[config.mk]
export PLATFORM = sky130hd
export DESIGN_NAME = sfmvb_top
export DESIGN_NICKNAME = d
export VERILOG_FILES = /design/src/hdl/sfmvb_pkg.sv /design/src/hdl/sfmvb_bar_decode.sv /design/src/hdl/sfmvb_func_map.sv /design/src/hdl/sfmvb_top.sv
export SDC_FILE = /design/constraint.sdc
export NUM_CORES = 1
export LEC_CHECK = 0
export ABC_AREA = 1
export ABC_CLOCK_PERIOD_IN_PS = 3500
export BUFFER_PORTS_ARGS = -buffer_cell sky130_fd_sc_hd__buf_2
export CAP_MARGIN = 40
export CORE_AREA = 2 2 244 246
export DETAILED_ROUTE_END_ITERATION = 8
export DIE_AREA = 0 0 246 248
export PLACE_DENSITY = 0.48
export SKIP_CTS_REPAIR_TIMING = 1
export SLEW_MARGIN = 5
export SYNTH_ARGS = -nofsm -noshare
export SYNTH_HDL_FRONTEND = slang
export SYNTH_SLANG_ARGS = --single-unit
[constraint.sdc]
create_clock -name ref_clk_in -period 3.5 [get_ports ref_clk_in]
set_input_delay 0.525 -clock ref_clk_in [delete_from_list [all_inputs] [get_ports ref_clk_in]]
set_output_delay 0.525 -clock ref_clk_in [all_outputs]
set_load 0.01 [all_outputs]
[src/hdl/sfmvb_pkg.sv]
// Constants shared by the virtual function map and VF BAR decode
package sfmvb_pkg;
    localparam int CNT_W = 3;
    localparam int FN_W = 8;
    localparam int VER_W = 4;
    localparam int DEVID_W = 16;
    localparam int PAGE_W = 32;
    localparam int ADDR_W = 64;
    localparam int LOG2_W = 6;
    localparam int NUM_BARS = 6;
    localparam int ROOT_BARS = 2;
    localparam int LAST_BAR = 5;
    localparam logic [CNT_W-1:0] VF_CNT_MAX = 3'h6;
    localparam logic [FN_W-1:0] PF0_FN = 8'h00;
    localparam logic [FN_W-1:0] PF1_FN = 8'h01;
    localparam logic [FN_W-1:0] VF_FN_BASE = 8'h40;
    localparam logic [FN_W-1:0] VF_FN_LAST = 8'h45;
    localparam logic [FN_W-1:0] PF1_OFF_BIAS = 8'h3F;
    localparam logic [LOG2_W-1:0] PAGE_SHIFT = 6'h0C;
    localparam logic [LOG2_W-1:0] LOG2_MIN_STD = 6'h07;
    localparam logic [LOG2_W-1:0] LOG2_MIN_LEG = 6'h04;
    localparam logic [LOG2_W-1:0] LOG2_MAX_32 = 6'h1F;
    localparam logic [LOG2_W-1:0] LOG2_MAX_64 = 6'h26;
    localparam int CLK_NS = 8;
    localparam int FLR_HOLD_NS = 64;
    localparam int FLR_HOLD_CYC = (FLR_HOLD_NS + CLK_NS - 1) / CLK_NS;
    localparam int HOLD_W = 4;
    typedef enum logic [1:0] {
        SFMVB_IDLE = 2'b00,
        SFMVB_HOLD = 2'b01,
        SFMVB_DONE = 2'b10
    } sfmvb_flr_e;
endpackage

[src/hdl/sfmvb_bar_decode.sv]
// Address match for one virtual function BAR
`timescale 1ns/100ps
module sfmvb_bar_decode
    import sfmvb_pkg::*;
(
    input wire logic usable_in,                  // BAR is legal and on
    input wire logic io_in,                      // BAR claims I/O space
    input wire logic is64_in,                    // BAR spans two slots
    input wire logic [LOG2_W-1:0] log2_in,       // Aperture size exponent
    input wire logic [ADDR_W-1:0] base_in,       // Programmed base
    input wire logic [ADDR_W-1:0] addr_in,       // Request address
    input wire logic req_io_in,                  // Request is I/O
    output logic hit_out                         // Request falls in BAR
);
    logic [ADDR_W-1:0] mask;

    // Power of two aperture: only bits above the size are compared
    always_comb
    begin
        mask = {ADDR_W{1'b1}} << log2_in;
        hit_out = usable_in && (io_in == req_io_in)
            && ((addr_in & mask) == (base_in & mask))
            && (is64_in || (addr_in[ADDR_W-1:32] == '0));
    end
endmodule // sfmvb_bar_decode

[src/hdl/sfmvb_func_map.sv]
// Virtual function count clamp and first-offset arithmetic
`timescale 1ns/100ps
module sfmvb_func_map
    import sfmvb_pkg::*;
(
    input wire logic [CNT_W-1:0] count_of_function_zero_virtuals_in, // Requested zero VFs
    input wire logic [CNT_W-1:0] count_one_in,   // Requested one VFs
    input wire logic pf1_present_in,             // Function one exists
    output logic [CNT_W-1:0] n0_out,             // Granted zero VFs
    output logic [CNT_W-1:0] n1_out,             // Granted one VFs
    output logic [FN_W-1:0] off0_out,            // Zero first offset
    output logic [FN_W-1:0] off1_out,            // One first offset
    output logic over_out                        // Request was trimmed
);
    logic [CNT_W-1:0] room;

    // Zero gets served first; one only gets what is left of the pool
    always_comb
    begin
        n0_out = (count_of_function_zero_virtuals_in > VF_CNT_MAX) ? VF_CNT_MAX
            : count_of_function_zero_virtuals_in;
        room = VF_CNT_MAX - n0_out;
        n1_out = !pf1_present_in ? '0 : ((count_one_in > room) ? room : count_one_in);
        over_out = (count_of_function_zero_virtuals_in > VF_CNT_MAX)
            || (count_one_in != n1_out);
        off0_out = (n0_out != '0) ? (VF_FN_BASE - PF0_FN) : '0;
        off1_out = (n1_out != '0) ? (PF1_OFF_BIAS + {{(FN_W-CNT_W){1'b0}}, n0_out}) : '0;
    end
endmodule // sfmvb_func_map

[src/hdl/sfmvb_top.sv]
// Virtual function numbering, capability fields and VF BAR decode
//
// Function
// - At most six virtual functions in total
// - Physical functions fixed at numbers 0, 1
// - Virtual functions only at numbers 64-69
// - Consecutive numbering, function zero's virtuals first
// - First offset is first VF minus own
// - Function one offset is 63 plus zero's count
// - Each function exposes 4-bit capability version
// - Each function its own 16-bit VF device identifier
// - Bit n means page 2^(n+12) supported
// - Capability for zero, and one if present
// - Per-function reset, endpoint configurations only
// - Endpoint six BARs, root port two
// - 64-bit BAR swallows the following BAR
// - I/O BARs 32-bit, non-prefetchable, legacy only
// - 64-bit up to 256 GB, 32-bit 2 GB
// - Minimum aperture 128 B, legacy 16 B
// - BAR answers only its own space type
// - Prefetchable non-legacy BARs except sixth 64-bit
// - Prefetchable hits flag merge-safe, side-effect free
`timescale 1ns/100ps
module sfmvb_top
    import sfmvb_pkg::*;
#(
    parameter int HOLD_CYC = FLR_HOLD_CYC
) (
    input wire logic ref_clk_in,                 // 125 MHz clock
    input wire logic resetn_in,                  // Sync reset, active low
    input wire logic sriov_enable_in,            // Virtualization on
    input wire logic pf1_present_in,             // Function one exists
    input wire logic endpoint_mode_in,           // Endpoint, not root port
    input wire logic legacy_mode_in,             // Legacy endpoint variant
    input wire logic flr_enable_in,              // Function reset allowed
    input wire logic [CNT_W-1:0] count_of_function_zero_virtuals_in, // Zero VFs
    input wire logic [CNT_W-1:0] count_one_in,   // One VFs
    input wire logic [VER_W-1:0] ver0_in,        // Zero capability version
    input wire logic [VER_W-1:0] ver1_in,        // One capability version
    input wire logic [DEVID_W-1:0] devid0_in,    // Zero VF device id
    input wire logic [DEVID_W-1:0] devid1_in,    // One VF device id
    input wire logic [PAGE_W-1:0] page0_in,      // Zero supported pages
    input wire logic [PAGE_W-1:0] page1_in,      // One supported pages
    input wire logic fn_req_in,                  // Function lookup strobe
    input wire logic [FN_W-1:0] fn_num_in,       // Function number looked up
    input wire logic flr_req_in,                 // Function reset strobe
    input wire logic [FN_W-1:0] flr_func_in,     // Function to reset
    input wire logic [NUM_BARS-1:0] bar_en_in,   // BAR enables
    input wire logic [NUM_BARS-1:0] bar_io_in,   // BAR is I/O
    input wire logic [NUM_BARS-1:0] bar_is64_in, // BAR is 64-bit
    input wire logic [NUM_BARS-1:0] bar_pref_in, // BAR prefetchable
    input wire logic [NUM_BARS*LOG2_W-1:0] bar_log2_in, // Aperture exponents
    input wire logic [NUM_BARS*32-1:0] bar_base_in, // Base words
    input wire logic req_valid_in,               // Decode strobe
    input wire logic [ADDR_W-1:0] req_addr_in,   // Decode address
    input wire logic req_is_io_in,               // Decode is I/O
    output logic [CNT_W-1:0] n0_out,             // Granted zero VFs
    output logic [CNT_W-1:0] n1_out,             // Granted one VFs
    output logic [FN_W-1:0] first_virtual_function_offset0_out, // Zero offset
    output logic [FN_W-1:0] first_virtual_function_offset1_out, // One offset
    output logic vf_over_out,                    // VF request trimmed
    output logic cap0_out,                       // Zero capability present
    output logic cap1_out,                       // One capability present
    output logic [VER_W-1:0] ver0_out,           // Zero version
    output logic [VER_W-1:0] ver1_out,           // One version
    output logic [DEVID_W-1:0] devid0_out,       // Zero VF device id
    output logic [DEVID_W-1:0] devid1_out,       // One VF device id
    output logic [PAGE_W-1:0] page0_out,         // Zero page bits
    output logic [PAGE_W-1:0] page1_out,         // One page bits
    output logic [LOG2_W-1:0] min_page0_out,     // Zero smallest page log2
    output logic [LOG2_W-1:0] min_page1_out,     // One smallest page log2
    output logic fn_ack_out,                     // Lookup answer pulse
    output logic fn_valid_out,                   // Number is populated
    output logic fn_is_vf_out,                   // Number is a VF
    output logic fn_owner_out,                   // Owning function, 1 is one
    output logic [CNT_W-1:0] fn_vf_idx_out,      // VF index in owner
    output logic flr_busy_out,                   // Function in reset
    output logic [FN_W-1:0] flr_func_out,        // Function being reset
    output logic flr_done_out,                   // Reset finished pulse
    output logic flr_reject_out,                 // Reset refused pulse
    output logic [NUM_BARS-1:0] bar_err_out,     // BAR setup illegal
    output logic hit_valid_out,                  // Decode answer pulse
    output logic hit_out,                        // Some BAR hit
    output logic [CNT_W-1:0] hit_bar_out,        // Hit BAR index
    output logic hit_pref_out                    // Merge-safe hit
);
    logic [CNT_W-1:0] n0_c;
    logic [CNT_W-1:0] n1_c;
    logic [FN_W-1:0] off0_c;
    logic [FN_W-1:0] off1_c;
    logic over_c;
    logic [NUM_BARS-1:0] upper_v;
    logic [NUM_BARS-1:0] bad_v;
    logic [NUM_BARS-1:0] usable_v;
    logic [NUM_BARS-1:0] hit_v;
    logic [CNT_W-1:0] n0_q;
    logic [CNT_W-1:0] n1_q;
    logic [FN_W-1:0] off0_q;
    logic [FN_W-1:0] off1_q;
    logic over_q;
    logic cap0_q;
    logic cap1_q;
    logic [VER_W-1:0] ver0_q;
    logic [VER_W-1:0] ver1_q;
    logic [DEVID_W-1:0] devid0_q;
    logic [DEVID_W-1:0] devid1_q;
    logic [PAGE_W-1:0] page0_q;
    logic [PAGE_W-1:0] page1_q;
    logic [LOG2_W-1:0] mpg0_q;
    logic [LOG2_W-1:0] mpg1_q;
    logic fn_ack_q;
    logic [5:0] fn_q;
    sfmvb_flr_e flr_st_q;
    logic [HOLD_W-1:0] hold_q;
    logic [FN_W-1:0] flr_func_q;
    logic flr_done_q;
    logic flr_reject_q;
    logic flr_ok;
    logic [5:0] flr_map;
    logic flr_busy_q;
    logic [NUM_BARS-1:0] bar_err_q;
    logic hit_valid_q;
    logic hit_q;
    logic [CNT_W-1:0] hit_bar_q;
    logic hit_pref_q;

    // Maps a function number to {valid, is_vf, owner, vf index}
    function automatic logic [5:0] fn_decode(input logic [FN_W-1:0] fn,
        input logic [CNT_W-1:0] n0, input logic [CNT_W-1:0] n1, input logic pf1);
        logic [FN_W-1:0] rel;
        logic [CNT_W-1:0] k;
        rel = fn - VF_FN_BASE;
        k = rel[CNT_W-1:0];
        fn_decode = '0;
        if (fn == PF0_FN)
            fn_decode = 6'h20;
        else if (fn == PF1_FN && pf1)
            fn_decode = 6'h28;
        else if (fn >= VF_FN_BASE && fn <= VF_FN_LAST && k < n0)
            fn_decode = {3'b110, k};
        else if (fn >= VF_FN_BASE && fn <= VF_FN_LAST && k < (n0 + n1))
            fn_decode = {3'b111, k - n0};
    endfunction

    // Lowest BAR index that hits; BARs never overlap when set up sanely
    function automatic logic [CNT_W-1:0] first_hit(input logic [NUM_BARS-1:0] v);
        first_hit = '0;
        for (int j = NUM_BARS - 1; j >= 0; j--)
            if (v[j])
                first_hit = CNT_W'(j);
    endfunction

    // Smallest supported page as a log2, zero when no bit is set
    function automatic logic [LOG2_W-1:0] min_page(input logic [PAGE_W-1:0] p);
        min_page = '0;
        for (int j = PAGE_W - 1; j >= 0; j--)
            if (p[j])
                min_page = LOG2_W'(j) + PAGE_SHIFT;
    endfunction

    sfmvb_func_map u_map (
        .count_of_function_zero_virtuals_in(count_of_function_zero_virtuals_in),
        .count_one_in(count_one_in),
        .pf1_present_in(pf1_present_in),
        .n0_out(n0_c),
        .n1_out(n1_c),
        .off0_out(off0_c),
        .off1_out(off1_c),
        .over_out(over_c)
    );

    // Per-BAR legality and address match
    genvar i;
    generate
        for (i = 0; i < NUM_BARS; i++)
        begin : g_bar
            logic [LOG2_W-1:0] lg;
            logic [LOG2_W-1:0] lo;
            logic [ADDR_W-1:0] base;
            assign lg = bar_log2_in[i*LOG2_W +: LOG2_W];
            assign lo = legacy_mode_in ? LOG2_MIN_LEG : LOG2_MIN_STD;
            // previous 64-bit BAR owns this slot
            if (i == 0)
            begin : g_first
                assign upper_v[i] = 1'b0;
            end
            else
            begin : g_next
                assign upper_v[i] = bar_en_in[i-1] && bar_is64_in[i-1];
            end
            if (i == LAST_BAR)
            begin : g_top
                assign base = {32'h0000_0000, bar_base_in[i*32 +: 32]};
            end
            else
            begin : g_low
                assign base = bar_is64_in[i] ? bar_base_in[i*32 +: 64]
                    : {32'h0000_0000, bar_base_in[i*32 +: 32]};
            end
            // root port keeps two slots; I/O legacy 32-bit
            assign bad_v[i] = (!endpoint_mode_in && i >= ROOT_BARS)
                || (bar_io_in[i] && (!legacy_mode_in || bar_is64_in[i] || bar_pref_in[i]))
                || (lg < lo)
                || (lg > (bar_is64_in[i] ? LOG2_MAX_64 : LOG2_MAX_32))
                || (bar_is64_in[i] && i == LAST_BAR)
                || (bar_pref_in[i] && !bar_is64_in[i] && !legacy_mode_in && i != LAST_BAR);
            assign usable_v[i] = sriov_enable_in && bar_en_in[i] && !upper_v[i] && !bad_v[i];
            sfmvb_bar_decode u_dec (
                .usable_in(usable_v[i]),
                .io_in(bar_io_in[i]),
                .is64_in(bar_is64_in[i]),
                .log2_in(lg),
                .base_in(base),
                .addr_in(req_addr_in),
                .req_io_in(req_is_io_in),
                .hit_out(hit_v[i])
            );
        end
    endgenerate

    // granted counts and offsets, held for configuration reads
    always_ff @(posedge ref_clk_in)
    begin
        if (!resetn_in)
        begin
            n0_q <= '0;
            n1_q <= '0;
            off0_q <= '0;
            off1_q <= '0;
            over_q <= 1'b0;
        end
        else
        begin
            n0_q <= sriov_enable_in ? n0_c : '0;
            n1_q <= sriov_enable_in ? n1_c : '0;
            off0_q <= sriov_enable_in ? off0_c : '0;
            off1_q <= sriov_enable_in ? off1_c : '0;
            over_q <= sriov_enable_in && over_c;
        end
    end

    // Capability fields; only the presence flags depend on virtualization being on
    always_ff @(posedge ref_clk_in)
    begin
        if (!resetn_in)
        begin
            cap0_q <= 1'b0;
            cap1_q <= 1'b0;
            ver0_q <= '0;
            ver1_q <= '0;
            devid0_q <= '0;
            devid1_q <= '0;
            page0_q <= '0;
            page1_q <= '0;
            mpg0_q <= '0;
            mpg1_q <= '0;
        end
        else
        begin
            // one capability only when one exists
            cap0_q <= sriov_enable_in;
            cap1_q <= sriov_enable_in && pf1_present_in;
            ver0_q <= ver0_in;
            ver1_q <= ver1_in;
            devid0_q <= devid0_in;
            devid1_q <= devid1_in;
            // page bit n stands for 2^(n+12)
            page0_q <= page0_in;
            page1_q <= page1_in;
            mpg0_q <= min_page(page0_in);
            mpg1_q <= min_page(page1_in);
        end
    end

    always_ff @(posedge ref_clk_in)
    begin
        if (!resetn_in)
        begin
            fn_ack_q <= 1'b0;
            fn_q <= '0;
        end
        else
        begin
            fn_ack_q <= fn_req_in;
            if (fn_req_in)
                fn_q <= fn_decode(fn_num_in, n0_q, n1_q, pf1_present_in);
        end
    end

    // reset accepted only in endpoints with the feature on
    assign flr_map = fn_decode(flr_func_in, n0_q, n1_q, pf1_present_in);
    assign flr_ok = flr_enable_in && endpoint_mode_in && flr_map[5];

    // Function reset sequencer; a request during a reset is refused
    always_ff @(posedge ref_clk_in)
    begin
        if (!resetn_in)
        begin
            flr_st_q <= SFMVB_IDLE;
            hold_q <= '0;
            flr_func_q <= '0;
            flr_done_q <= 1'b0;
            flr_reject_q <= 1'b0;
            flr_busy_q <= 1'b0;
        end
        else
        begin
            flr_done_q <= 1'b0;
            flr_reject_q <= flr_req_in && (!flr_ok || flr_st_q != SFMVB_IDLE);
            case (flr_st_q)
                SFMVB_IDLE:
                begin
                    if (flr_req_in && flr_ok)
                    begin
                        flr_st_q <= SFMVB_HOLD;
                        flr_func_q <= flr_func_in;
                        hold_q <= HOLD_W'(HOLD_CYC - 1);
                        flr_busy_q <= 1'b1;
                    end
                end
                SFMVB_HOLD:
                begin
                    if (hold_q == '0)
                        flr_st_q <= SFMVB_DONE;
                    else
                        hold_q <= hold_q - 1'b1;
                end
                SFMVB_DONE:
                begin
                    flr_done_q <= 1'b1;
                    flr_busy_q <= 1'b0;
                    flr_st_q <= SFMVB_IDLE;
                end
                default:
                begin
                    flr_busy_q <= 1'b0;
                    flr_st_q <= SFMVB_IDLE;
                end
            endcase
        end
    end

    // Decode answer one cycle after the strobe
    always_ff @(posedge ref_clk_in)
    begin
        if (!resetn_in)
        begin
            bar_err_q <= '0;
            hit_valid_q <= 1'b0;
            hit_q <= 1'b0;
            hit_bar_q <= '0;
            hit_pref_q <= 1'b0;
        end
        else
        begin
            bar_err_q <= bar_en_in & ~upper_v & bad_v;
            hit_valid_q <= req_valid_in;
            if (req_valid_in)
            begin
                hit_q <= |hit_v;
                hit_bar_q <= first_hit(hit_v);
                // prefetchable memory reads have no side effects
                hit_pref_q <= (|hit_v) && bar_pref_in[first_hit(hit_v)] && !req_is_io_in;
            end
        end
    end

    assign n0_out = n0_q;
    assign n1_out = n1_q;
    assign first_virtual_function_offset0_out = off0_q;
    assign first_virtual_function_offset1_out = off1_q;
    assign vf_over_out = over_q;
    assign cap0_out = cap0_q;
    assign cap1_out = cap1_q;
    assign ver0_out = ver0_q;
    assign ver1_out = ver1_q;
    assign devid0_out = devid0_q;
    assign devid1_out = devid1_q;
    assign page0_out = page0_q;
    assign page1_out = page1_q;
    assign min_page0_out = mpg0_q;
    assign min_page1_out = mpg1_q;
    assign fn_ack_out = fn_ack_q;
    assign {fn_valid_out, fn_is_vf_out, fn_owner_out, fn_vf_idx_out} = fn_q;
    assign flr_busy_out = flr_busy_q;
    assign flr_func_out = flr_func_q;
    assign flr_done_out = flr_done_q;
    assign flr_reject_out = flr_reject_q;
    assign bar_err_out = bar_err_q;
    assign hit_valid_out = hit_valid_q;
    assign hit_out = hit_q;
    assign hit_bar_out = hit_bar_q;
    assign hit_pref_out = hit_pref_q;
endmodule // sfmvb_top

=== Word level (Yosys, flattened, before mapping) ===
Index checks and enable logic that the tools add are counted.

* Output and inout bits: 171
* Register bits after elaboration: 177
* Bits of input ports: 453
* Word-level logic and storage cells: 375

* Magnitude comparators: 23
* Reductions and logical operators: 158
* Shift operators: 6
* Bitwise operators: 17
* Add/subtract/negate cells: 8
* Equal/unequal tests: 20
* Mux-type cells: 107

{| class="wikitable"
|+ Operators with widths
! kind !! number
|-
| bitwise AND 64 bit || 11
|-
| equality test 64 bit || 6
|-
| left shift 64 x 6 -> 64 bit (first input constant) || 6
|-
| two-way mux 64 bit || 5
|-
| two-way mux 6 bit || 38
|-
| two-way mux 5 bit || 32
|-
| logical AND 1 bit || 72
|-
| bitwise AND 32 x 64 -> 64 bit || 1
|-
| logical OR 1 bit || 42
|-
| OR reduction 21 bit || 2
|-
| two-way mux 4 bit || 10
|-
| greater-than comparator 6 bit || 6
|-
| two-way mux 3 bit || 11
|-
| logical NOT 32 bit || 1
|-
| less-than comparator 6 bit || 5
|-
| logical NOT 1 bit || 20
|-
| equality test 8 x 1 -> 1 bit (second input constant) || 2
|-
| greater-or-equal comparator 8 x 7 -> 1 bit (second input constant) || 2
|-
| less-or-equal comparator 8 x 7 -> 1 bit (second input constant) || 2
|-
| logical NOT 8 bit || 2
|-
| bitwise AND 6 bit || 2
|-
| less-than comparator 3 bit || 4
|-
| OR reduction 5 bit || 2
|-
| case mux 4 bit (2 select lines) || 1
|-
| other kinds (32) || 54
|}

=== Longest topological paths before layout ===
* Depth after elaboration: 32
* Mapped depth: 31
* Depth with buffers taken out: 31

=== Cells and area by module ===
Synthesis repeated with hierarchy kept, for this count alone.

* Cells, all modules: 3,676
* Area total of the unflattened synthesis: 19,573.8 µm²

{| class="wikitable"
|+ By module, submodules not included
! module !! seq. area each (µm²) !! cells each !! instances !! area each (µm²)
|-
| sfmvb_bar_decode || 0.0 || 372 || 6 || 1,716.6
|-
| sfmvb_top || 3,543.4 || 1,362 || 1 || 8,809.7
|-
| sfmvb_func_map || 0.0 || 82 || 1 || 464.2
|}

=== Worst setup path before layout ===
No wires, ideal clock.

* Path type: input-to-reg
* Start point: input bar_is64_in[2]
* End point: register hit_pref_q (netlist: hit_pref_out)
* Library setup time: 121 ps
* Buffers on the path: 3
* Setup slack: 784 ps
* Stages: 21
* Arrival: 2,596 ps
* Path through: buf_2 buf_4 buf_2 inv_1 ha_1 nand2_1 inv_1 a221oi_1 a2bb2oi_1 nor2_1 nand3_1 nand2_1 nand2_2 nand2_1 nand2_1 inv_1 nand2_1 nand3_1 nand2_1 nand2_1 a21oi_2

* Longest elaborated chain between the ends: 21

{| class="wikitable"
|+ RTL lines
! item !! RTL line !! source
|-
| start, declared || sfmvb_top.sv:50 || <nowiki>input wire logic [NUM_BARS-1:0] bar_is64_in,</nowiki>
|-
| branches (longest 19 deep; another with greater-than comparator 6 bit) || -- ||
|-
| logical AND 1 bit * (2 in a row) || sfmvb_top.sv:363 || <nowiki>hit_pref_q <= (|hit_v) && bar_pref_in[first_hit(hit_v)] && !req_is_io_in;</nowiki>
|-
| end signal, assigned || sfmvb_top.sv:363 ||
|-
| end, declared || sfmvb_top.sv:125 || <nowiki>logic hit_pref_q;</nowiki>
|}

Every way passes the cells marked *. The select of a mux whose other input is x is not followed.
A chain may end at the register's enable or synchronous reset.

=== Final worst setup path ===
* Start point: input req_addr_in[59]
* End point: register hit_pref_q (netlist: hit_pref_out)

* Longest elaborated chain between the ends: 16

{| class="wikitable"
|+ RTL lines
! item !! RTL line !! source
|-
| start, declared || sfmvb_top.sv:55 || <nowiki>input wire logic [ADDR_W-1:0] req_addr_in,</nowiki>
|-
| bitwise AND 64 bit || sfmvb_bar_decode.sv:22 || <nowiki>&& ((addr_in & mask) == (base_in & mask))</nowiki>
|-
| equality test 64 bit || sfmvb_bar_decode.sv:22 ||
|-
| logical AND 1 bit || sfmvb_bar_decode.sv:22 ||
|-
| logical AND 1 bit || sfmvb_bar_decode.sv:23 || <nowiki>&& (is64_in || (addr_in[ADDR_W-1:32] == '0));</nowiki>
|-
| two-way mux 3 bit (6 in a row) || sfmvb_top.sv:149 || <nowiki>if (v[j])</nowiki>
|-
| two-way mux 3 bit || sfmvb_top.sv:358 || <nowiki>if (req_valid_in)</nowiki>
|-
| two-way mux 3 bit || sfmvb_top.sv:346 || <nowiki>if (!resetn_in)</nowiki>
|-
| binary-select mux 1 bit (select 3 bit) || sfmvb_top.sv:363 ||
|-
| two-way mux 1 bit (not written as such) || sfmvb_top.sv:363 ||
|-
| logical AND 1 bit * (2 in a row) || sfmvb_top.sv:363 ||
|}

Every way passes the cells marked *; elsewhere a longest branch is shown, timed or not. The select of a mux whose other input is x is not followed.

==> results.txt <==
Post-synth EDFFs - 0
Setup ws final - 0.5657 ns
Worst Hold Class - primary input to flop
GP Congestion - 1.060
Clock Pin Slew Worst Setup and Hold Paths - 0.08 ns
CTS Buf Count - 17
Worst path slowest cell - clkinv_1
First-pass GRT wire length - 142400 um
Post-synth ARST share - 0
Hold Vio Cnt, Final - 0
Reg-to-reg slack, setup - 0.69 ns
# nets final - 3747
Worst path bufs/invs - 3
Placed cell count - 3999
Worst Skew - 0.01228 ns
Critical hold path startpoint - devid0_in[13]
Global route overflow - 0
Pin count of the biggest net entering global routing - 123
Slew Limit Fails - 0
Core area - 0.05846 mm^2
Drt total wl - 104700 um
Setup_tns - 0 ns
Sink Count - 168
Chip height - 248 um
Max IR drop VDD - 0.3717 mV
Critical Path AT - 3.23 ns
Run status - complete, no violations
Post-DR wirelength/cell - 25.94 um
RR Endpoint - hold_q[3]
Post-Place Setup Slack - 0.2504 ns
Overall global routing resource usage - 0.3296
CP Launch Point - req_addr_in[59]
Finished Layout Cells - 4037
RSZ-0062 raised after global routing - false
Commonest non-fill, non-tap cell in the layout - nand2_1
Clock buffer depth - 2
Htree depth - 4
Share of layout cells above drive strength 1 - 0.2409
Vias per cell - 5.099
Die X - 246 um
WP data required - 3.79 ns
Site Rows - 89
Worst Path Max Fanout - 6
Ys flop type - dfxtp_1
Distinct cells, synth - 61
Nature of the critical path startpoint - primary input
Worst Hold Endpoint - devid0_out[13]
Crit-path max cell delay - 0.52 ns
Met3 Use GR - 0.07948
Family with the most delay on the worst path - simple AND/OR/NAND/NOR gates
CTS root buf - clkbuf_16
Busiest grt layer - met2
Worst-Margin Slew - 0.6508 ns
Finished Core Util - 0.3587
Antenna-violating nets left - 0
Ratio of total power to cell area - 304.2 mW/mm^2
DRC - 0
Seq/Total Area, Yosys - 0.2077
I/O Buffers - 615
Leakage - 0.01137 uW
DP HPWL - 87570 um
Fillers - 6683
1st-iter DRT viols - 2105
Worst-skew pair later-pin latency - 0.44 ns
Max-cap viol count - 0
Fin crit share - 0.8384
Most frequent CP cell - nand2_1
CP Class - primary input to flop
Max-slew headroom - 0.5622
Die area - 0.06101 mm^2
Global routing usage on met2 - 0.5235
Cell Chain, Critical Path - buf_2, clkinv_1, xor2_1, nand2_1, nand3_1, a211oi_1, nand3_1, nor3_1, nand2_1, nor2_1, nand2_1, nand2_1, nand2_2, nand2_1, nand2_1, inv_1, nand2_1, nand3_1, nand2_1, nand2_1, a21oi_2
Final Setup Violations - 0
CTS tree - built
Vias - 20.58k
Maximum clock rate - 340.8 MHz
Starting Density - 0.2770
R2R Path Start - n0_out[0]
Crit. End Element - flop
Ports - 624
Hold path depth - 3
Yosys reg bits - 168
Synth Area per Inst - 6.136 um^2
M1 GR Usage - 0.4049
Vias in the first global route - 19.61k
Synthesized area - 0.01619 mm^2
Layout area overhead - 29.49%
Synth Instances - 2639
Initial antenna violation count - 9
Most frequent cells in the layout - nand2_1, buf_2, inv_1
FF-to-FF path depth - 13
DR pass1 iterations - 6
Fin crit period - 2.934 ns
Syn. warnings - 0
[flip-flops by register name, summed over array words and instances (netlist names), 4 cells and up]
register / flops
bar_err_out: 6
devid0_out: 16
devid1_out: 16
first_virtual_function_offset1_out: 6
flr_func_out: 8
fn_q: 6
hold_q: 4
min_page0_out: 6
min_page1_out: 6
page0_out: 32
page1_out: 32
ver0_out: 4
ver1_out: 4
[synthesized netlist by cell type (all sizes together) (19+ instances only)]
master / n / area [um^2]
nand4: 44 / 275.3
dfxtp: 168 / 3363
inv: 364 / 1366
xor2: 231 / 2023
or2: 25 / 156.4
buf: 67 / 394.1
clkinv: 20 / 75.07
nand3: 104 / 520.5
ha: 47 / 588.1
a21oi: 98 / 498.0
nor2: 190 / 738.2
nand2: 759 / 2882
nor3: 30 / 150.1
clkbuf: 48 / 186.4
xnor2: 65 / 569.3
o21ai: 200 / 1001
o211ai: 25 / 187.7
nor4: 19 / 125.1
[final cells by class]
class | instances | area, um^2 | share of cell area
diodes | 6 | 15.01 | 0.0007160
clock buffers | 17 | 425.4 | 0.02029
clock inverters | 15 | 178.9 | 0.008533
inverters | 384 | 1441 | 0.06874
multi-input cells | 1979 | 10830 | 0.5167
flip-flops and latches | 168 | 3363 | 0.1604
well taps | 773 | 967.2 | 0.04612
repair buffers | 695 | 3744 | 0.1785
[kinds of logic (layout without fill, tap and decap cells)]
logic type,count (synthesis),count (layout),share of synthesized area
simple gates,1189,1189,0.3076
buf+inv,499,1111,0.1249
compound gates,437,437,0.1607
xor+xnor,296,296,0.1601
flops,168,168,0.2077
fa+ha+maj,49,49,0.03879
other cells,1,14,0.0002316
[report_power, final]
| group | switching, uW | internal, uW | total [uW] |
|---|---|---|---|
| clock | 923 | 1020 | 1950 |
| combinational | 1600 | 809 | 2410 |
| sequential | 23.9 | 2000 | 2020 |
| total | 2550 | 3830 | 6380 |
[worst max path at each step]
stage	endpoint	depth (start not counted)	slack (ns)
2_1_floorplan	hit_pref_out	21	0.78
3_3_place_gp	hit_pref_out	19	0.19
3_5_place_dp	hit_pref_out	20	0.25
4_1_cts	hold_q[3]	13	0.66
5_1_grt	hit_pref_out	20	0.36
6_report	hit_pref_out	21	0.57
[per-layer routing]
| metal | part of all wire | wire length, um |
|---|---|---|
| met1 | 0.39 | 40830 |
| met4 | 0.068 | 7104 |
| met5 | 0.00029 | 30 |
| met2 | 0.43 | 45490 |
| met3 | 0.11 | 11260 |
[worst register-to-register path, delay by kind of cell, from the launching register on]
family                     cells  cell delay, ns
adders and majority gates      3            0.89
AOI/OAI and AO/OA              4            0.55
and+or+nand+nor                4            0.49
xor gates and xnor gates       2            0.43
DFF                            1            0.36
[per-stage QoR]
stage	cell area [um^2]	hold slack [ns]	total power, uW
3_3_place_gp	20350	0.4220	4428
2_1_floorplan	16220	0.4005	3254
6_report	20970	0.2570	6378
5_1_grt	20960	0.2426	6661
3_5_place_dp	20350	0.4233	4400
4_1_cts	20950	0.2280	6369
No activity file was read; power rests on OpenSTA's default activity.
